===== src/rtl/port1_pkg.sv =====
// Shared constants and types for the first parallel port sequencer
package port1_pkg;
	// ====================================================
	// Widths
	localparam int BUS_W = 32;
	localparam int HALF_W = 16;
	localparam int PIN_W = 4;
	localparam int BUF_DEPTH = 2;
	localparam int PTR_W = 1;
	localparam int CNT_W = 2;
	// ====================================================
	// Pin positions inside the synchroniser word
	localparam int PIN_ADDR_SELECT_N = 0;
	localparam int PIN_TARGET_READY_N = 1;
	localparam int PIN_CSEL = 2;
	localparam int PIN_RD = 3;
	// ====================================================
	// Reset values and buffer full count
	localparam logic STROBE_IDLE_N = 1'b1;
	localparam logic OE_RESET = 1'b0;
	localparam logic [BUS_W-1:0] BUS_RESET = 32'h0000_0000;
	localparam logic [HALF_W-1:0] COMM_RESET = 16'h0000;
	localparam logic [CNT_W-1:0] CNT_FULL = 2'h2;
	// ====================================================
	// Sequencer states
	typedef enum logic [3:0] {
		ST_IDLE,
		ST_ADDR,
		ST_DWRITE,
		ST_DWAIT,
		ST_LAST,
		ST_CLEAN,
		ST_TRI,
		ST_CIN_WR,
		ST_CIN_STB,
		ST_COUT_R1,
		ST_COUT_R2,
		ST_COUT_DV
	} seq_state_t;
endpackage : port1_pkg


===== src/rtl/word_stream_if.sv =====
// Valid/ready word stream between buffer and sequencer
`timescale 1ns/1ns
`default_nettype none
interface word_stream_if;
	logic valid;
	logic ready;
	logic [port1_pkg::BUS_W-1:0] data;
	modport src (output valid, output data, input ready);
	modport snk (input valid, input data, output ready);
endinterface : word_stream_if
`default_nettype wire


===== src/rtl/pin_sync.sv =====
// Two-stage synchroniser for pin inputs
`timescale 1ns/1ns
`default_nettype none
module pin_sync #(
	parameter int W = 1
) (
	// Clock and reset
	input wire logic clk_in,
	input wire logic reset_n_in,
	// Pins
	input wire logic [W-1:0] async_in,
	output logic [W-1:0] sync_out
);
	typedef struct packed {
		logic [W-1:0] meta;
		logic [W-1:0] stable;
	} sync_state_t;
	sync_state_t s_ff;
	sync_state_t nxt_s;
	// ====================================================
	// Stages
	always_comb begin
		nxt_s.meta = async_in;
		nxt_s.stable = s_ff.meta;
	end
	always_ff @(posedge clk_in) begin
		if (!reset_n_in) begin
			s_ff <= '0;
		end else begin
			s_ff <= nxt_s;
		end
	end
	assign sync_out = s_ff.stable;
endmodule : pin_sync
`default_nettype wire


===== src/rtl/word_buffer.sv =====
// Two-entry valid/ready buffer for outgoing write data
`timescale 1ns/1ns
`default_nettype none
module word_buffer (
	// Clock and reset
	input wire logic clk_in,
	input wire logic reset_n_in,
	// Filling side
	input wire logic in_valid_in,
	input wire logic [port1_pkg::BUS_W-1:0] in_data_in,
	output logic in_ready_out,
	// Draining side
	word_stream_if.src out_if
);
	typedef struct packed {
		logic [port1_pkg::BUF_DEPTH-1:0][port1_pkg::BUS_W-1:0] mem;
		logic [port1_pkg::PTR_W-1:0] wp;
		logic [port1_pkg::PTR_W-1:0] rp;
		logic [port1_pkg::CNT_W-1:0] cnt;
		logic not_full;
	} buf_state_t;
	buf_state_t s_ff;
	buf_state_t nxt_s;
	logic push;
	logic pop;
	// ====================================================
	// Pointer and count update
	always_comb begin
		nxt_s = s_ff;
		push = in_valid_in && s_ff.not_full;
		pop = out_if.ready && (s_ff.cnt != '0);
		if (push) begin
			nxt_s.mem[s_ff.wp] = in_data_in;
			nxt_s.wp = s_ff.wp + 1'b1;
		end
		if (pop) begin
			nxt_s.rp = s_ff.rp + 1'b1;
		end
		nxt_s.cnt = s_ff.cnt + {1'b0, push} - {1'b0, pop};
		nxt_s.not_full = (nxt_s.cnt != port1_pkg::CNT_FULL);
	end
	always_ff @(posedge clk_in) begin
		if (!reset_n_in) begin
			s_ff <= '{mem: '0, wp: '0, rp: '0, cnt: '0, not_full: 1'b1};
		end else begin
			s_ff <= nxt_s;
		end
	end
	assign in_ready_out = s_ff.not_full;
	assign out_if.valid = (s_ff.cnt != '0);
	assign out_if.data = s_ff.mem[s_ff.rp];
endmodule : word_buffer
`default_nettype wire


===== src/rtl/port1_dma_write_comm_io.sv =====
// First parallel port DMA burst-write and comm register sequencer
// Function
// - Select and target-ready both low: enter address, drive address, strobes high.
// - From address with select high, ready low, flag low: go to data write.
// - Data write drives valid data, initiator-ready low; repeats while select high, ready low.
// - Target-ready high in data write enters data wait; waits are optional.
// - Data wait raises initiator-ready; outside ignores bus data.
// - From data wait, ready low, select high, flag low: resume data write.
// - Last-transfer flag high in data state with ready low: go to last transfer.
// - Last transfer like data write with end-of-burst low; followed by cleanup while select stays high.
// - Select low, ready high: tri-state bus from any non-comm state, remember origin.
// - From tri-state, comm select high, direction low: comm in write, bus released.
// - Stay in comm in write while comm select high; drop it to strobe.
// - Comm in strobe captures bus into 32-bit register of two halves.
// - Tri-state with comm select and direction high: read 1, read 2, data valid.
// - Data valid drives comm register, repeats while comm select high.
// - Cleanup with select high, ready low: idle with bus released, wait there; ready low with flag low there goes to data write.
// - Tri-state from last transfer or cleanup, select high, ready low: write, don't-care.
`timescale 1ns/1ns
`default_nettype none
module port1_dma_write_comm_io (
	// Clock and reset
	input wire logic clk_in,
	input wire logic reset_n_in,
	// Bus control pins
	input wire logic addr_select_n_in,
	input wire logic target_ready_pin_n_in,
	input wire logic comm_port_select_in,
	input wire logic port_read_dir_in,
	output logic initiator_ready_n_out,
	output logic end_of_burst_n_out,
	output logic queue_request_n_out,
	// Multiplexed bus
	input wire logic [port1_pkg::BUS_W-1:0] port_addr_data_bus_in,
	output logic [port1_pkg::BUS_W-1:0] port_addr_data_bus_out,
	output logic port_addr_data_bus_oe_out,
	// Core side
	input wire logic last_transfer_flag_in,
	input wire logic [port1_pkg::BUS_W-1:0] burst_addr_in,
	input wire logic wr_valid_in,
	input wire logic [port1_pkg::BUS_W-1:0] wr_data_in,
	output logic wr_ready_out,
	input wire logic comm_load_in,
	input wire logic [port1_pkg::BUS_W-1:0] comm_load_data_in,
	output logic [port1_pkg::BUS_W-1:0] comm_reg_out,
	output logic comm_written_out
);
	typedef struct packed {
		port1_pkg::seq_state_t st;
		port1_pkg::seq_state_t tri_from;
		logic dont_care;
		logic [port1_pkg::BUS_W-1:0] bus;
		logic oe;
		logic initiator_ready_n_n;
		logic end_n;
		logic qreq_n;
		logic [port1_pkg::HALF_W-1:0] comm_reg_high;
		logic [port1_pkg::HALF_W-1:0] comm_reg_low;
		logic written;
	} seq_t;
	seq_t s_ff;
	seq_t nxt_s;
	logic [port1_pkg::PIN_W-1:0] pins_sync;
	logic [port1_pkg::BUS_W-1:0] bus_sync;
	logic sel_n;
	logic target_ready_n_n;
	logic csel;
	logic rd;
	logic last_transfer_flag;
	logic pop;
	word_stream_if wq ();
	// ====================================================
	// Pin synchronisers and data buffer
	pin_sync #(.W(port1_pkg::PIN_W)) u_pin_sync (
		.clk_in(clk_in),
		.reset_n_in(reset_n_in),
		// Select and ready pass inverted so that a reset synchroniser reads them deasserted
		.async_in({port_read_dir_in, comm_port_select_in, ~target_ready_pin_n_in, ~addr_select_n_in}),
		.sync_out(pins_sync)
	);
	pin_sync #(.W(port1_pkg::BUS_W)) u_bus_sync (
		.clk_in(clk_in),
		.reset_n_in(reset_n_in),
		.async_in(port_addr_data_bus_in),
		.sync_out(bus_sync)
	);
	word_buffer u_buf (
		.clk_in(clk_in),
		.reset_n_in(reset_n_in),
		.in_valid_in(wr_valid_in),
		.in_data_in(wr_data_in),
		.in_ready_out(wr_ready_out),
		.out_if(wq.src)
	);
	assign sel_n = !pins_sync[port1_pkg::PIN_ADDR_SELECT_N];
	assign target_ready_n_n = !pins_sync[port1_pkg::PIN_TARGET_READY_N];
	assign csel = pins_sync[port1_pkg::PIN_CSEL];
	assign rd = pins_sync[port1_pkg::PIN_RD];
	assign last_transfer_flag = last_transfer_flag_in;
	assign wq.ready = pop;
	// ====================================================
	// Next state
	function automatic port1_pkg::seq_state_t burst_step(input logic flag);
		burst_step = flag ? port1_pkg::ST_LAST : port1_pkg::ST_DWRITE;
	endfunction : burst_step
	always_comb begin
		nxt_s = s_ff;
		nxt_s.written = 1'b0;
		nxt_s.dont_care = 1'b0;
		pop = 1'b0;
		if (!sel_n && !target_ready_n_n) begin
			nxt_s.st = port1_pkg::ST_ADDR;
		end else if (!sel_n && target_ready_n_n) begin
			case (s_ff.st)
				port1_pkg::ST_TRI: begin
					if (csel && rd) begin
						nxt_s.st = port1_pkg::ST_COUT_R1;
					end else if (csel) begin
						nxt_s.st = port1_pkg::ST_CIN_WR;
					end
				end
				port1_pkg::ST_CIN_WR: begin
					if (csel && !rd) begin
						nxt_s.st = port1_pkg::ST_CIN_WR;
					end else if (!csel && !rd) begin
						nxt_s.st = port1_pkg::ST_CIN_STB;
					end else begin
						nxt_s.st = port1_pkg::ST_TRI;
					end
				end
				port1_pkg::ST_COUT_R1: begin
					nxt_s.st = (csel && rd) ? port1_pkg::ST_COUT_R2 : port1_pkg::ST_TRI;
				end
				port1_pkg::ST_COUT_R2: begin
					nxt_s.st = (csel && rd) ? port1_pkg::ST_COUT_DV : port1_pkg::ST_TRI;
				end
				port1_pkg::ST_COUT_DV: begin
					nxt_s.st = (csel && rd) ? port1_pkg::ST_COUT_DV : port1_pkg::ST_TRI;
				end
				default: begin
					nxt_s.st = port1_pkg::ST_TRI;
				end
			endcase
			if (nxt_s.st == port1_pkg::ST_TRI && s_ff.st != port1_pkg::ST_TRI) begin
				nxt_s.tri_from = s_ff.st;
			end
		end else if (!target_ready_n_n) begin
			case (s_ff.st)
				port1_pkg::ST_ADDR, port1_pkg::ST_DWRITE, port1_pkg::ST_DWAIT: begin
					nxt_s.st = burst_step(last_transfer_flag);
				end
				port1_pkg::ST_LAST: begin
					nxt_s.st = port1_pkg::ST_CLEAN;
				end
				port1_pkg::ST_CLEAN: begin
					nxt_s.st = port1_pkg::ST_IDLE;
				end
				port1_pkg::ST_IDLE: begin
					nxt_s.st = last_transfer_flag ? port1_pkg::ST_IDLE : port1_pkg::ST_DWRITE;
				end
				port1_pkg::ST_TRI: begin
					if (s_ff.tri_from == port1_pkg::ST_LAST || s_ff.tri_from == port1_pkg::ST_CLEAN) begin
						nxt_s.st = port1_pkg::ST_DWRITE;
						nxt_s.dont_care = 1'b1;
					end else if (s_ff.tri_from == port1_pkg::ST_ADDR || s_ff.tri_from == port1_pkg::ST_DWRITE ||
						s_ff.tri_from == port1_pkg::ST_DWAIT) begin
						nxt_s.st = burst_step(last_transfer_flag);
					end
				end
				default: begin
					nxt_s.st = s_ff.st;
				end
			endcase
		end else begin
			case (s_ff.st)
				port1_pkg::ST_LAST: begin
					nxt_s.st = port1_pkg::ST_CLEAN;
				end
				port1_pkg::ST_ADDR, port1_pkg::ST_DWRITE, port1_pkg::ST_DWAIT, port1_pkg::ST_CLEAN,
				port1_pkg::ST_TRI: begin
					nxt_s.st = port1_pkg::ST_DWAIT;
				end
				default: begin
					nxt_s.st = s_ff.st;
				end
			endcase
		end
		// ====================================================
		// Outputs for the state being entered
		nxt_s.oe = 1'b1;
		nxt_s.initiator_ready_n_n = port1_pkg::STROBE_IDLE_N;
		nxt_s.end_n = port1_pkg::STROBE_IDLE_N;
		case (nxt_s.st)
			port1_pkg::ST_ADDR: begin
				nxt_s.bus = burst_addr_in;
			end
			port1_pkg::ST_DWRITE, port1_pkg::ST_LAST: begin
				if (!nxt_s.dont_care) begin
					pop = 1'b1;
					nxt_s.bus = wq.data;
					nxt_s.initiator_ready_n_n = 1'b0;
				end
				if (nxt_s.st == port1_pkg::ST_LAST) begin
					nxt_s.end_n = 1'b0;
				end
			end
			port1_pkg::ST_DWAIT, port1_pkg::ST_CLEAN: begin
				nxt_s.initiator_ready_n_n = port1_pkg::STROBE_IDLE_N;
			end
			port1_pkg::ST_COUT_DV: begin
				nxt_s.bus = {s_ff.comm_reg_high, s_ff.comm_reg_low};
			end
			default: begin
				nxt_s.oe = port1_pkg::OE_RESET;
			end
		endcase
		// ====================================================
		// Host communication register
		if (s_ff.st == port1_pkg::ST_CIN_STB) begin
			{nxt_s.comm_reg_high, nxt_s.comm_reg_low} = bus_sync;
			nxt_s.written = 1'b1;
		end else if (comm_load_in) begin
			{nxt_s.comm_reg_high, nxt_s.comm_reg_low} = comm_load_data_in;
		end
		nxt_s.qreq_n = !wq.valid;
	end
	always_ff @(posedge clk_in) begin
		if (!reset_n_in) begin
			s_ff <= '{st: port1_pkg::ST_IDLE, tri_from: port1_pkg::ST_IDLE, dont_care: 1'b0,
				bus: port1_pkg::BUS_RESET, oe: port1_pkg::OE_RESET, initiator_ready_n_n: port1_pkg::STROBE_IDLE_N,
				end_n: port1_pkg::STROBE_IDLE_N, qreq_n: 1'b1, comm_reg_high: port1_pkg::COMM_RESET,
				comm_reg_low: port1_pkg::COMM_RESET, written: 1'b0};
		end else begin
			s_ff <= nxt_s;
		end
	end
	assign initiator_ready_n_out = s_ff.initiator_ready_n_n;
	assign end_of_burst_n_out = s_ff.end_n;
	assign queue_request_n_out = s_ff.qreq_n;
	assign port_addr_data_bus_out = s_ff.bus;
	assign port_addr_data_bus_oe_out = s_ff.oe;
	assign comm_reg_out = {s_ff.comm_reg_high, s_ff.comm_reg_low};
	assign comm_written_out = s_ff.written;
endmodule : port1_dma_write_comm_io
`default_nettype wire


===== config.mk =====
export PLATFORM = sky130hd
export DESIGN_NAME = port1_dma_write_comm_io
export DESIGN_NICKNAME = d
export VERILOG_FILES = /design/src/rtl/port1_pkg.sv /design/src/rtl/word_stream_if.sv /design/src/rtl/pin_sync.sv /design/src/rtl/word_buffer.sv /design/src/rtl/port1_dma_write_comm_io.sv
export SDC_FILE = /design/constraint.sdc
export NUM_CORES = 1
export LEC_CHECK = 0
export BUFFER_PORTS_ARGS = -buffer_cell sky130_fd_sc_hd__buf_2
export CAP_MARGIN = 0
export CORE_UTILIZATION = 35
export DETAILED_ROUTE_END_ITERATION = 10
export GPL_ROUTABILITY_DRIVEN = 0
export PLACE_DENSITY = 0.59
export SLEW_MARGIN = 20
export SYNTH_ARGS = -nofsm -noshare
export SYNTH_HDL_FRONTEND = slang
export SYNTH_SLANG_ARGS = --single-unit

===== constraint.sdc =====
create_clock -name clk_in -period 10 [get_ports clk_in]
set_input_delay 1.5 -clock clk_in [delete_from_list [all_inputs] [get_ports clk_in]]
set_output_delay 1.5 -clock clk_in [all_outputs]
set_load 0.03 [all_outputs]

# After elaboration in Yosys (flattened, before gate mapping)
# Cells that the tools add are included.
# Widths: inputs -> output; s select.
dict set report totals {
  register_bits 218
  output_inout_bits 70
  latch_bits 0
  mem_count 0
  romBits 0
  input_bits 137
  ram_bits 0
}
dict set report op_classes {
  n_bitwise 3
  n_reduce_logical 28
  n_mul 0
  n_eq_ne 26
  shift 0
  order_cmp 3
  addsub 4
  div 0
  n_mux 38
}
# op count
set op_table {}
lappend op_table {{$mux 32} 6}
lappend op_table {{$pmux 32 s3} 1}
lappend op_table {{$bwmux 64} 1}
lappend op_table {{$mux 4} 13}
lappend op_table {{$eq 4x3->1 const B} 9}
lappend op_table {{$demux 32 s1} 1}
lappend op_table {{$eq 4x2->1 const B} 6}
lappend op_table {{$eq 4x4->1 const B} 5}
lappend op_table {{$pmux 4 s5} 1}
lappend op_table {{$pmux 4 s4} 1}
lappend op_table {{$eq 4x1->1 const B} 3}
lappend op_table {{$mux 1} 11}
lappend op_table {{$logic_and 1x1->1} 9}
lappend op_table {{$pmux 4 s2} 1}
lappend op_table {{$reduce_or 6->1} 1}
lappend op_table {{$reduce_or 5->1} 1}
lappend op_table {{$logic_not 1->1} 4}
lappend op_table {{$logic_not 4->1} 1}
lappend op_table {{$lt 1x2->1 const B} 2}
lappend op_table {{$ne 2x2->1 const B} 2}
lappend op_table {{$ne 4x3->1 const B} 1}
lappend op_table {{$reduce_and 2->1} 2}
lappend op_table {{$reduce_bool 2->1} 2}
lappend op_table {{$reduce_or 2->1} 2}
lappend op_table {{11 further kinds} 16}

# Depth between registers and ports, before layout
dict set report depth {
  depth_word 15
  ltp_mapped 16
  mapped_depth_nobuf 14
}

# Cells and area by module
# A second synthesis with hierarchy kept.
dict set report hier_totals {
  hier_cells 965
  area_unflattened_um2 9849.4
}
# module instances cells_each seq_area_each_um2 area_per_inst_um2
set modules_own_cells {}
lappend modules_own_cells {port1_dma_write_comm_io 1 510 1541.5 4759.6}
lappend modules_own_cells {word_buffer 1 305 1381.3 3088.0}
lappend modules_own_cells {{pin_sync at u_bus_sync} 1 134 1281.2 1791.7}
lappend modules_own_cells {{pin_sync at u_pin_sync} 1 16 160.2 210.2}

# Worst setup path after synthesis
# No wires, ideal clock.
dict set report synth_timing {
  kind {input port to flip-flop}
  start {input port last_transfer_flag_in}
  end {register u_buf.s_ff (netlist bit u_buf.in_ready_out)}
  arrival_time_ns 4.115
  path_stages 15
  setup_ns 0.121
  path_buffers 1
  slack_ns 5.765
  cell_sequence {o21bai_1 -> a2111oi_2 -> nor4bb_1 -> a311o_1 -> xor2_1 -> nand2_1 -> buf_2 -> nor2_1 -> ha_1 -> inv_1 -> ha_1 -> xor2_1 -> nor2_1 -> nor3_1 -> nand2b_1}
}
dict set report synth_via {
  elab_chain_len 13
}
# element line_no
set synth_rtl {}
lappend synth_rtl {{start, declared} port1_dma_write_comm_io.sv:38} ;# input wire logic last_transfer_flag_in,
lappend synth_rtl {{$mux 3} port1_dma_write_comm_io.sv:104} ;# burst_step = flag ? port1_pkg::ST_LAST : port1_pkg::ST_DWRITE;
lappend synth_rtl {{$mux 4} port1_dma_write_comm_io.sv:165} ;# end else if (s_ff.tri_from == port1_pkg::ST_ADDR || s_ff.tri_from == port1_pkg::ST_DWRITE ||
lappend synth_rtl {{$mux 4} port1_dma_write_comm_io.sv:162} ;# if (s_ff.tri_from == port1_pkg::ST_LAST || s_ff.tri_from == port1_pkg::ST_CLEAN) begin
lappend synth_rtl {{$pmux 4 s5 (*)} port1_dma_write_comm_io.sv:148} ;# case (s_ff.st)
lappend synth_rtl {{$mux 4 (*)} port1_dma_write_comm_io.sv:147} ;# end else if (!target_ready_n_n) begin
lappend synth_rtl {{$mux 4 (*)} port1_dma_write_comm_io.sv:113} ;# end else if (!sel_n && target_ready_n_n) begin
lappend synth_rtl {{$mux 4 (*)} port1_dma_write_comm_io.sv:111} ;# if (!sel_n && !target_ready_n_n) begin
lappend synth_rtl {{$eq 4x3->1 / $eq 4x2->1 (equally long branches)} port1_dma_write_comm_io.sv:193} ;# case (nxt_s.st)
lappend synth_rtl {{$reduce_or 2->1 (*)} port1_dma_write_comm_io.sv:193}
lappend synth_rtl {{$mux 1 (*)} port1_dma_write_comm_io.sv:193}
lappend synth_rtl {{$logic_and 1x1->1 (*)} word_buffer.sv:31} ;# pop = out_if.ready && (s_ff.cnt != '0);
lappend synth_rtl {{net u_buf.pop} word_buffer.sv:25} ;# logic pop;
lappend synth_rtl {{$sub 2x1->2 (*)} word_buffer.sv:39} ;# nxt_s.cnt = s_ff.cnt + {1'b0, push} - {1'b0, pop};
lappend synth_rtl {{$ne 2x2->1 (*)} word_buffer.sv:40} ;# nxt_s.not_full = (nxt_s.cnt != port1_pkg::CNT_FULL);
lappend synth_rtl {{end signal, assigned} word_buffer.sv:44} ;# s_ff <= '{mem: '0, wp: '0, rp: '0, cnt: '0, not_full: 1'b1};
lappend synth_rtl {{end signal, assigned} word_buffer.sv:46} ;# s_ff <= nxt_s;
lappend synth_rtl {{end, declared} word_buffer.sv:22} ;# buf_state_t s_ff;
# Mark *: on every way through the listed nets, which the timed path passes. The rest lies on a longest branch.
# A chain may end at the register's enable or synchronous reset.

# Final worst setup path
dict set report layout_timing {
  start {input port last_transfer_flag_in}
  end {register s_ff (netlist bit port_addr_data_bus_out[30])}
}
dict set report layout_via {
  elab_chain_len 11
}
# element line_no
set layout_rtl {}
lappend layout_rtl {{$mux 3} port1_dma_write_comm_io.sv:104}
lappend layout_rtl {{$mux 4} port1_dma_write_comm_io.sv:165}
lappend layout_rtl {{$mux 4} port1_dma_write_comm_io.sv:162}
lappend layout_rtl {{$pmux 4 s5 (*)} port1_dma_write_comm_io.sv:148}
lappend layout_rtl {{$mux 4 (*)} port1_dma_write_comm_io.sv:147}
lappend layout_rtl {{$mux 4 (*)} port1_dma_write_comm_io.sv:113}
lappend layout_rtl {{$mux 4 (*)} port1_dma_write_comm_io.sv:111}
lappend layout_rtl {{$eq 4x3->1 / $eq 4x2->1 (equally long branches)} port1_dma_write_comm_io.sv:193}
lappend layout_rtl {{$reduce_or 2->1} port1_dma_write_comm_io.sv:193}
lappend layout_rtl {{$ne 2x2->1 (no line) / $reduce_bool 3->1 (equally long branches)} --}
lappend layout_rtl {{$reduce_and 2->1 (no line)} --}
lappend layout_rtl {{end signal, assigned} port1_dma_write_comm_io.sv:229} ;# s_ff <= '{st: port1_pkg::ST_IDLE, tri_from: port1_pkg::ST_IDLE, dont_care: 1'b0,
lappend layout_rtl {{end signal, assigned} port1_dma_write_comm_io.sv:234} ;# s_ff <= nxt_s;
lappend layout_rtl {{end, declared} port1_dma_write_comm_io.sv:61} ;# seq_t s_ff;
# Every way passes the cells marked *; elsewhere a longest branch is shown, timed or not.

==> results_tabular.tex <==
\begin{tabular}{lr}
\hline
Metric & Value \\
\hline
\multicolumn{2}{l}{\textbf{Place}} \\
Instance area after placement & 9780 um2 \\
Placed wire-length estimate after detailed placement & 16,800 um \\
Worst setup slack after placement & 4710 ps \\
Count of input and output buffers & 206 \\
\multicolumn{2}{l}{\textbf{Worst setup path}} \\
Worst reg2reg setup slack & 5780 ps \\
Class of the most critical setup path & in -> reg \\
Longest individual stage delay on the worst path & 980 ps \\
Instance count on the critical path & 9 \\
Critical Path RT & 10,450 ps \\
Kind of cell with the highest combined delay on the critical path & compound AO/OA/AOI/OAI gates \\
Number of buffer and inverter stages on the critical path & 1 \\
CP Cell Sequence & buf\_2 -> o21bai\_1 -> a2111oi\_2 -> nor4bb\_1 -> a311o\_1 -> and4b\_1 -> a21oi\_4 -> a21oi\_4 -> o221a\_1 \\
Slowest-stage cell, CP & and4b\_1 \\
Startpoint type of the worst setup path & primary input \\
Most numerous cell on the critical path & a21oi\_4 \\
Arrival time reported for the critical path endpoint & 5200 ps \\
Critical-path maximum fanout & 33 \\
Launching element of the worst setup path & last\_transfer\_flag\_in \\
Setup crit end kind & flip-flop \\
R2R Path Start & s\_ff[75] \\
FF-to-FF End & port\_addr\_data\_bus\_out[30] \\
R2R depth & 7 \\
\multicolumn{2}{l}{\textbf{Global routing}} \\
Global-route usage over all layers & 18.1\% \\
Maximum number of pins on one net before global-route repair & 110 \\
Initial antenna violation count & 1 \\
First-pass GRT wire length & 37,200 um \\
Overflow after GRT & 0 \\
Vias in the first global route & 6,558 \\
\multicolumn{2}{l}{\textbf{Die}} \\
Die extent in y & 163 um \\
Area of the die & 26,600 um2 \\
Number of standard-cell rows in the floorplan & 58 \\
Core Area & 25,300 um2 \\
Boundary Pins & 207 \\
Initial cell density of the core & 35.8\% \\
Die boundary width & 163 um \\
\multicolumn{2}{l}{\textbf{Timing}} \\
Max\_slew headroom & 26.1\% \\
Period utilization & 47.5\% \\
Post-route setup slack & 5250 ps \\
Number of endpoints with negative hold slack in the final report & 0 \\
Largest clock skew in the final design & 22.3 ps \\
Setup repair after global routing missed its margin & no \\
Final setup violating endpoints & 0 \\
Final-layout setup total negative slack & 0 ps \\
Peak clock frequency supported by timing & 211 MHz \\
Crit path time final & 4750 ps \\
Number of max-slew violations in the final report & 0 \\
Actual slew at the worst max-slew pin & 1110 ps \\
\multicolumn{2}{l}{\textbf{Route}} \\
Starting DRC count in detailed routing & 477 \\
Overall routed net length & 24,600 um \\
Via count & 6,968 \\
Antenna Nets Post-Route & 0 \\
Wire length per cell after detailed routing & 17.2 um \\
Residual DRC count & 0 \\
Number of vias per cell after detailed routing & 4.86 \\
DRT Pass-1 Iters & 4 \\
\multicolumn{2}{l}{\textbf{Power and ir drop}} \\
Power per unit of standard cell area & 232 nW/um2 \\
Worst IR Drop VDD & 110 uV \\
Static power due to leakage & 0.00440 uW \\
\multicolumn{2}{l}{\textbf{Synth}} \\
Sequential cell area fraction in the yosys report & 48.1\% \\
Synthesized netlist net count & 1,124 \\
Area contributors post-synth & dfxtp\_1 48\%, mux2i\_1 7.5\%, nand2\_1 7.1\% \\
Commonest register cell after synthesis & dfxtp\_1 \\
Summed instance area of the synthesized netlist & 9070 um2 \\
Count of distinct cell types in the synthesized netlist & 48 \\
Synth async-reset ratio & 0\% \\
Number of warnings printed during yosys synthesis & 0 \\
Flops \& latches, synth & 218 \\
Proportion of netlist area held by the largest area contributor & 48.1\% \\
Post-synth top cells & 218 x dfxtp\_1, 171 x nand2\_1, 77 x and2\_1 \\
Most common cell in the synthesized netlist & dfxtp\_1 \\
Avg Synthesized Cell Area & 9.21 um2 \\
Post-synthesis instance total & 985 \\
Number of enable-type register cells in the synthesized netlist & 0 \\
Library cell with the largest summed area after synthesis & dfxtp\_1 \\
\multicolumn{2}{l}{\textbf{Worst hold path}} \\
Worst hold start & u\_bus\_sync.nxt\_s[13] \\
Path type of the worst min-delay path & reg -> reg \\
Hold depth & 1 \\
Hold Path Sink & u\_bus\_sync.sync\_out[13] \\
\multicolumn{2}{l}{\textbf{Finish}} \\
Number of fillers in the final layout & 2,535 \\
Final instance area & 10,600 um2 \\
Layout Area Growth over Synthesis & 17.1\% \\
Fraction of final layout cells sized beyond drive strength 1 & 23.8\% \\
Number of nets in the layout & 1,224 \\
\multicolumn{2}{l}{\textbf{Clocking}} \\
Number of H-tree branching levels & 1 \\
Post-CTS resize count & 0 \\
Number of buffers on the longest clock path & 3 \\
Clock slew at the register clock pins of the worst setup and hold paths & 60 ps \\
Insertion delay of the later-clocked pin in the worst-skew pair & 520 ps \\
TritonCTS clock tree & built \\
CTS Hold Bufs & 0 \\
Number of buffers inserted by post-CTS setup repair & 0 \\
Clock sink total & 218 \\
Master cell of the clock root buffer & clkbuf\_16 \\
Clock buffers created by TritonCTS & 24 \\
\multicolumn{2}{l}{\textbf{Outcome}} \\
Run status & finished clean \\
\multicolumn{2}{l}{\textbf{Flow run}} \\
Number of max-capacitance violations reported & 0 \\
\hline
\end{tabular}
==> metal layers <==
metal / share of wire, % / track usage [%] / up-vias
met5: 0 / 0 / -
met4: 2.5 / 5.86 / 0
li1: - / - / 3531
met1: 48 / 26.3 / 3204
met2: 44 / 27.4 / 198
met3: 4.8 / 2.44 / 35
==> how the worst max path moves through the flow <==
stage / to / slack [ps]
6_report: port_addr_data_bus_out[30] / 5250
5_1_grt: port_addr_data_bus_out[4] / 4990
4_1_cts: port_addr_data_bus_out[30] / 5240
3_5_place_dp: port_addr_data_bus_out[30] / 4710
3_3_place_gp: port_addr_data_bus_out[30] / 4790
2_1_floorplan: u_buf.in_ready_out / 5760
==> registers in the layout (all words and copies together) (netlist names) <==
| name | count |
|---|---|
| port_addr_data_bus_out | 32 |
| comm_written_out | 1 |
| u_buf.s_ff | 68 |
| s_ff | 8 |
| u_buf.in_ready_out | 1 |
| end_of_burst_n_out | 1 |
| comm_reg_out | 32 |
| u_pin_sync.sync_out | 4 |
| u_bus_sync.nxt_s | 32 |
| initiator_ready_n_out | 1 |
| u_bus_sync.sync_out | 32 |
| port_addr_data_bus_oe_out | 1 |
| queue_request_n_out | 1 |
| u_pin_sync.nxt_s | 4 |
==> cell type report <==
type / count / area [um2] / area share (%)
timing repair buffer: 214 / 1090 / 10.3
sequential: 218 / 4370 / 41.1
multi-input combinational: 620 / 3880 / 36.5
inverter: 7 / 27.5 / 0.259
antenna: 1 / 2.50 / 0.0235
clock buffer: 34 / 688 / 6.48
clock inverter: 9 / 160 / 1.51
tap: 330 / 413 / 3.89
==> power breakdown <==
group          internal [uW]  switching (uW)  total (uW)  leakage, uW
sequential               963            80.0        1040      0.00179
clock                    583             355         938     0.000417
combinational            184             303         487      0.00219
total                   1730             738        2470      0.00440
==> layout by cell type, fill, tap and decap left out, types with 4 or more instances in the layout <==
master | synthesis | final
a211oi_1 | 34 | 34
a21oi_1 | 68 | 68
and2_1 | 77 | 77
buf_2 | 10 | 205
buf_4 | 66 | 9
bufinv_16 | 0 | 4
clkbuf_1 | 57 | 5
clkbuf_16 | 0 | 24
clkbuf_8 | 0 | 5
clkinv_2 | 0 | 4
dfxtp_1 | 218 | 217
inv_1 | 6 | 6
mux2i_1 | 68 | 68
nand2_1 | 171 | 171
nor2_1 | 53 | 52
o211ai_1 | 33 | 33
o21a_1 | 33 | 33
o21ai_0 | 6 | 6
o221a_1 | 32 | 32
==> kinds of logic after synthesis <==
logic type	synth area share, %
simple gates	16.4
mux	7.62
compound gates	18.0
fa+ha+maj	0.276
flops	48.1
buf+inv	9.28
xor+xnor	0.386
==> through the flow <==
stage	hold slack (ps)	utilization [%]	cells	total power, uW
final	430	42.0	1433	2470
after global routing	438	42.0	1433	2580
after CTS	429	41.9	1432	2490
after detailed placement	417	38.6	1389	1550
after global placement	414	38.6	1389	1540
after floorplan	412	-	985	1440
(Power assumes the default switching activity.)
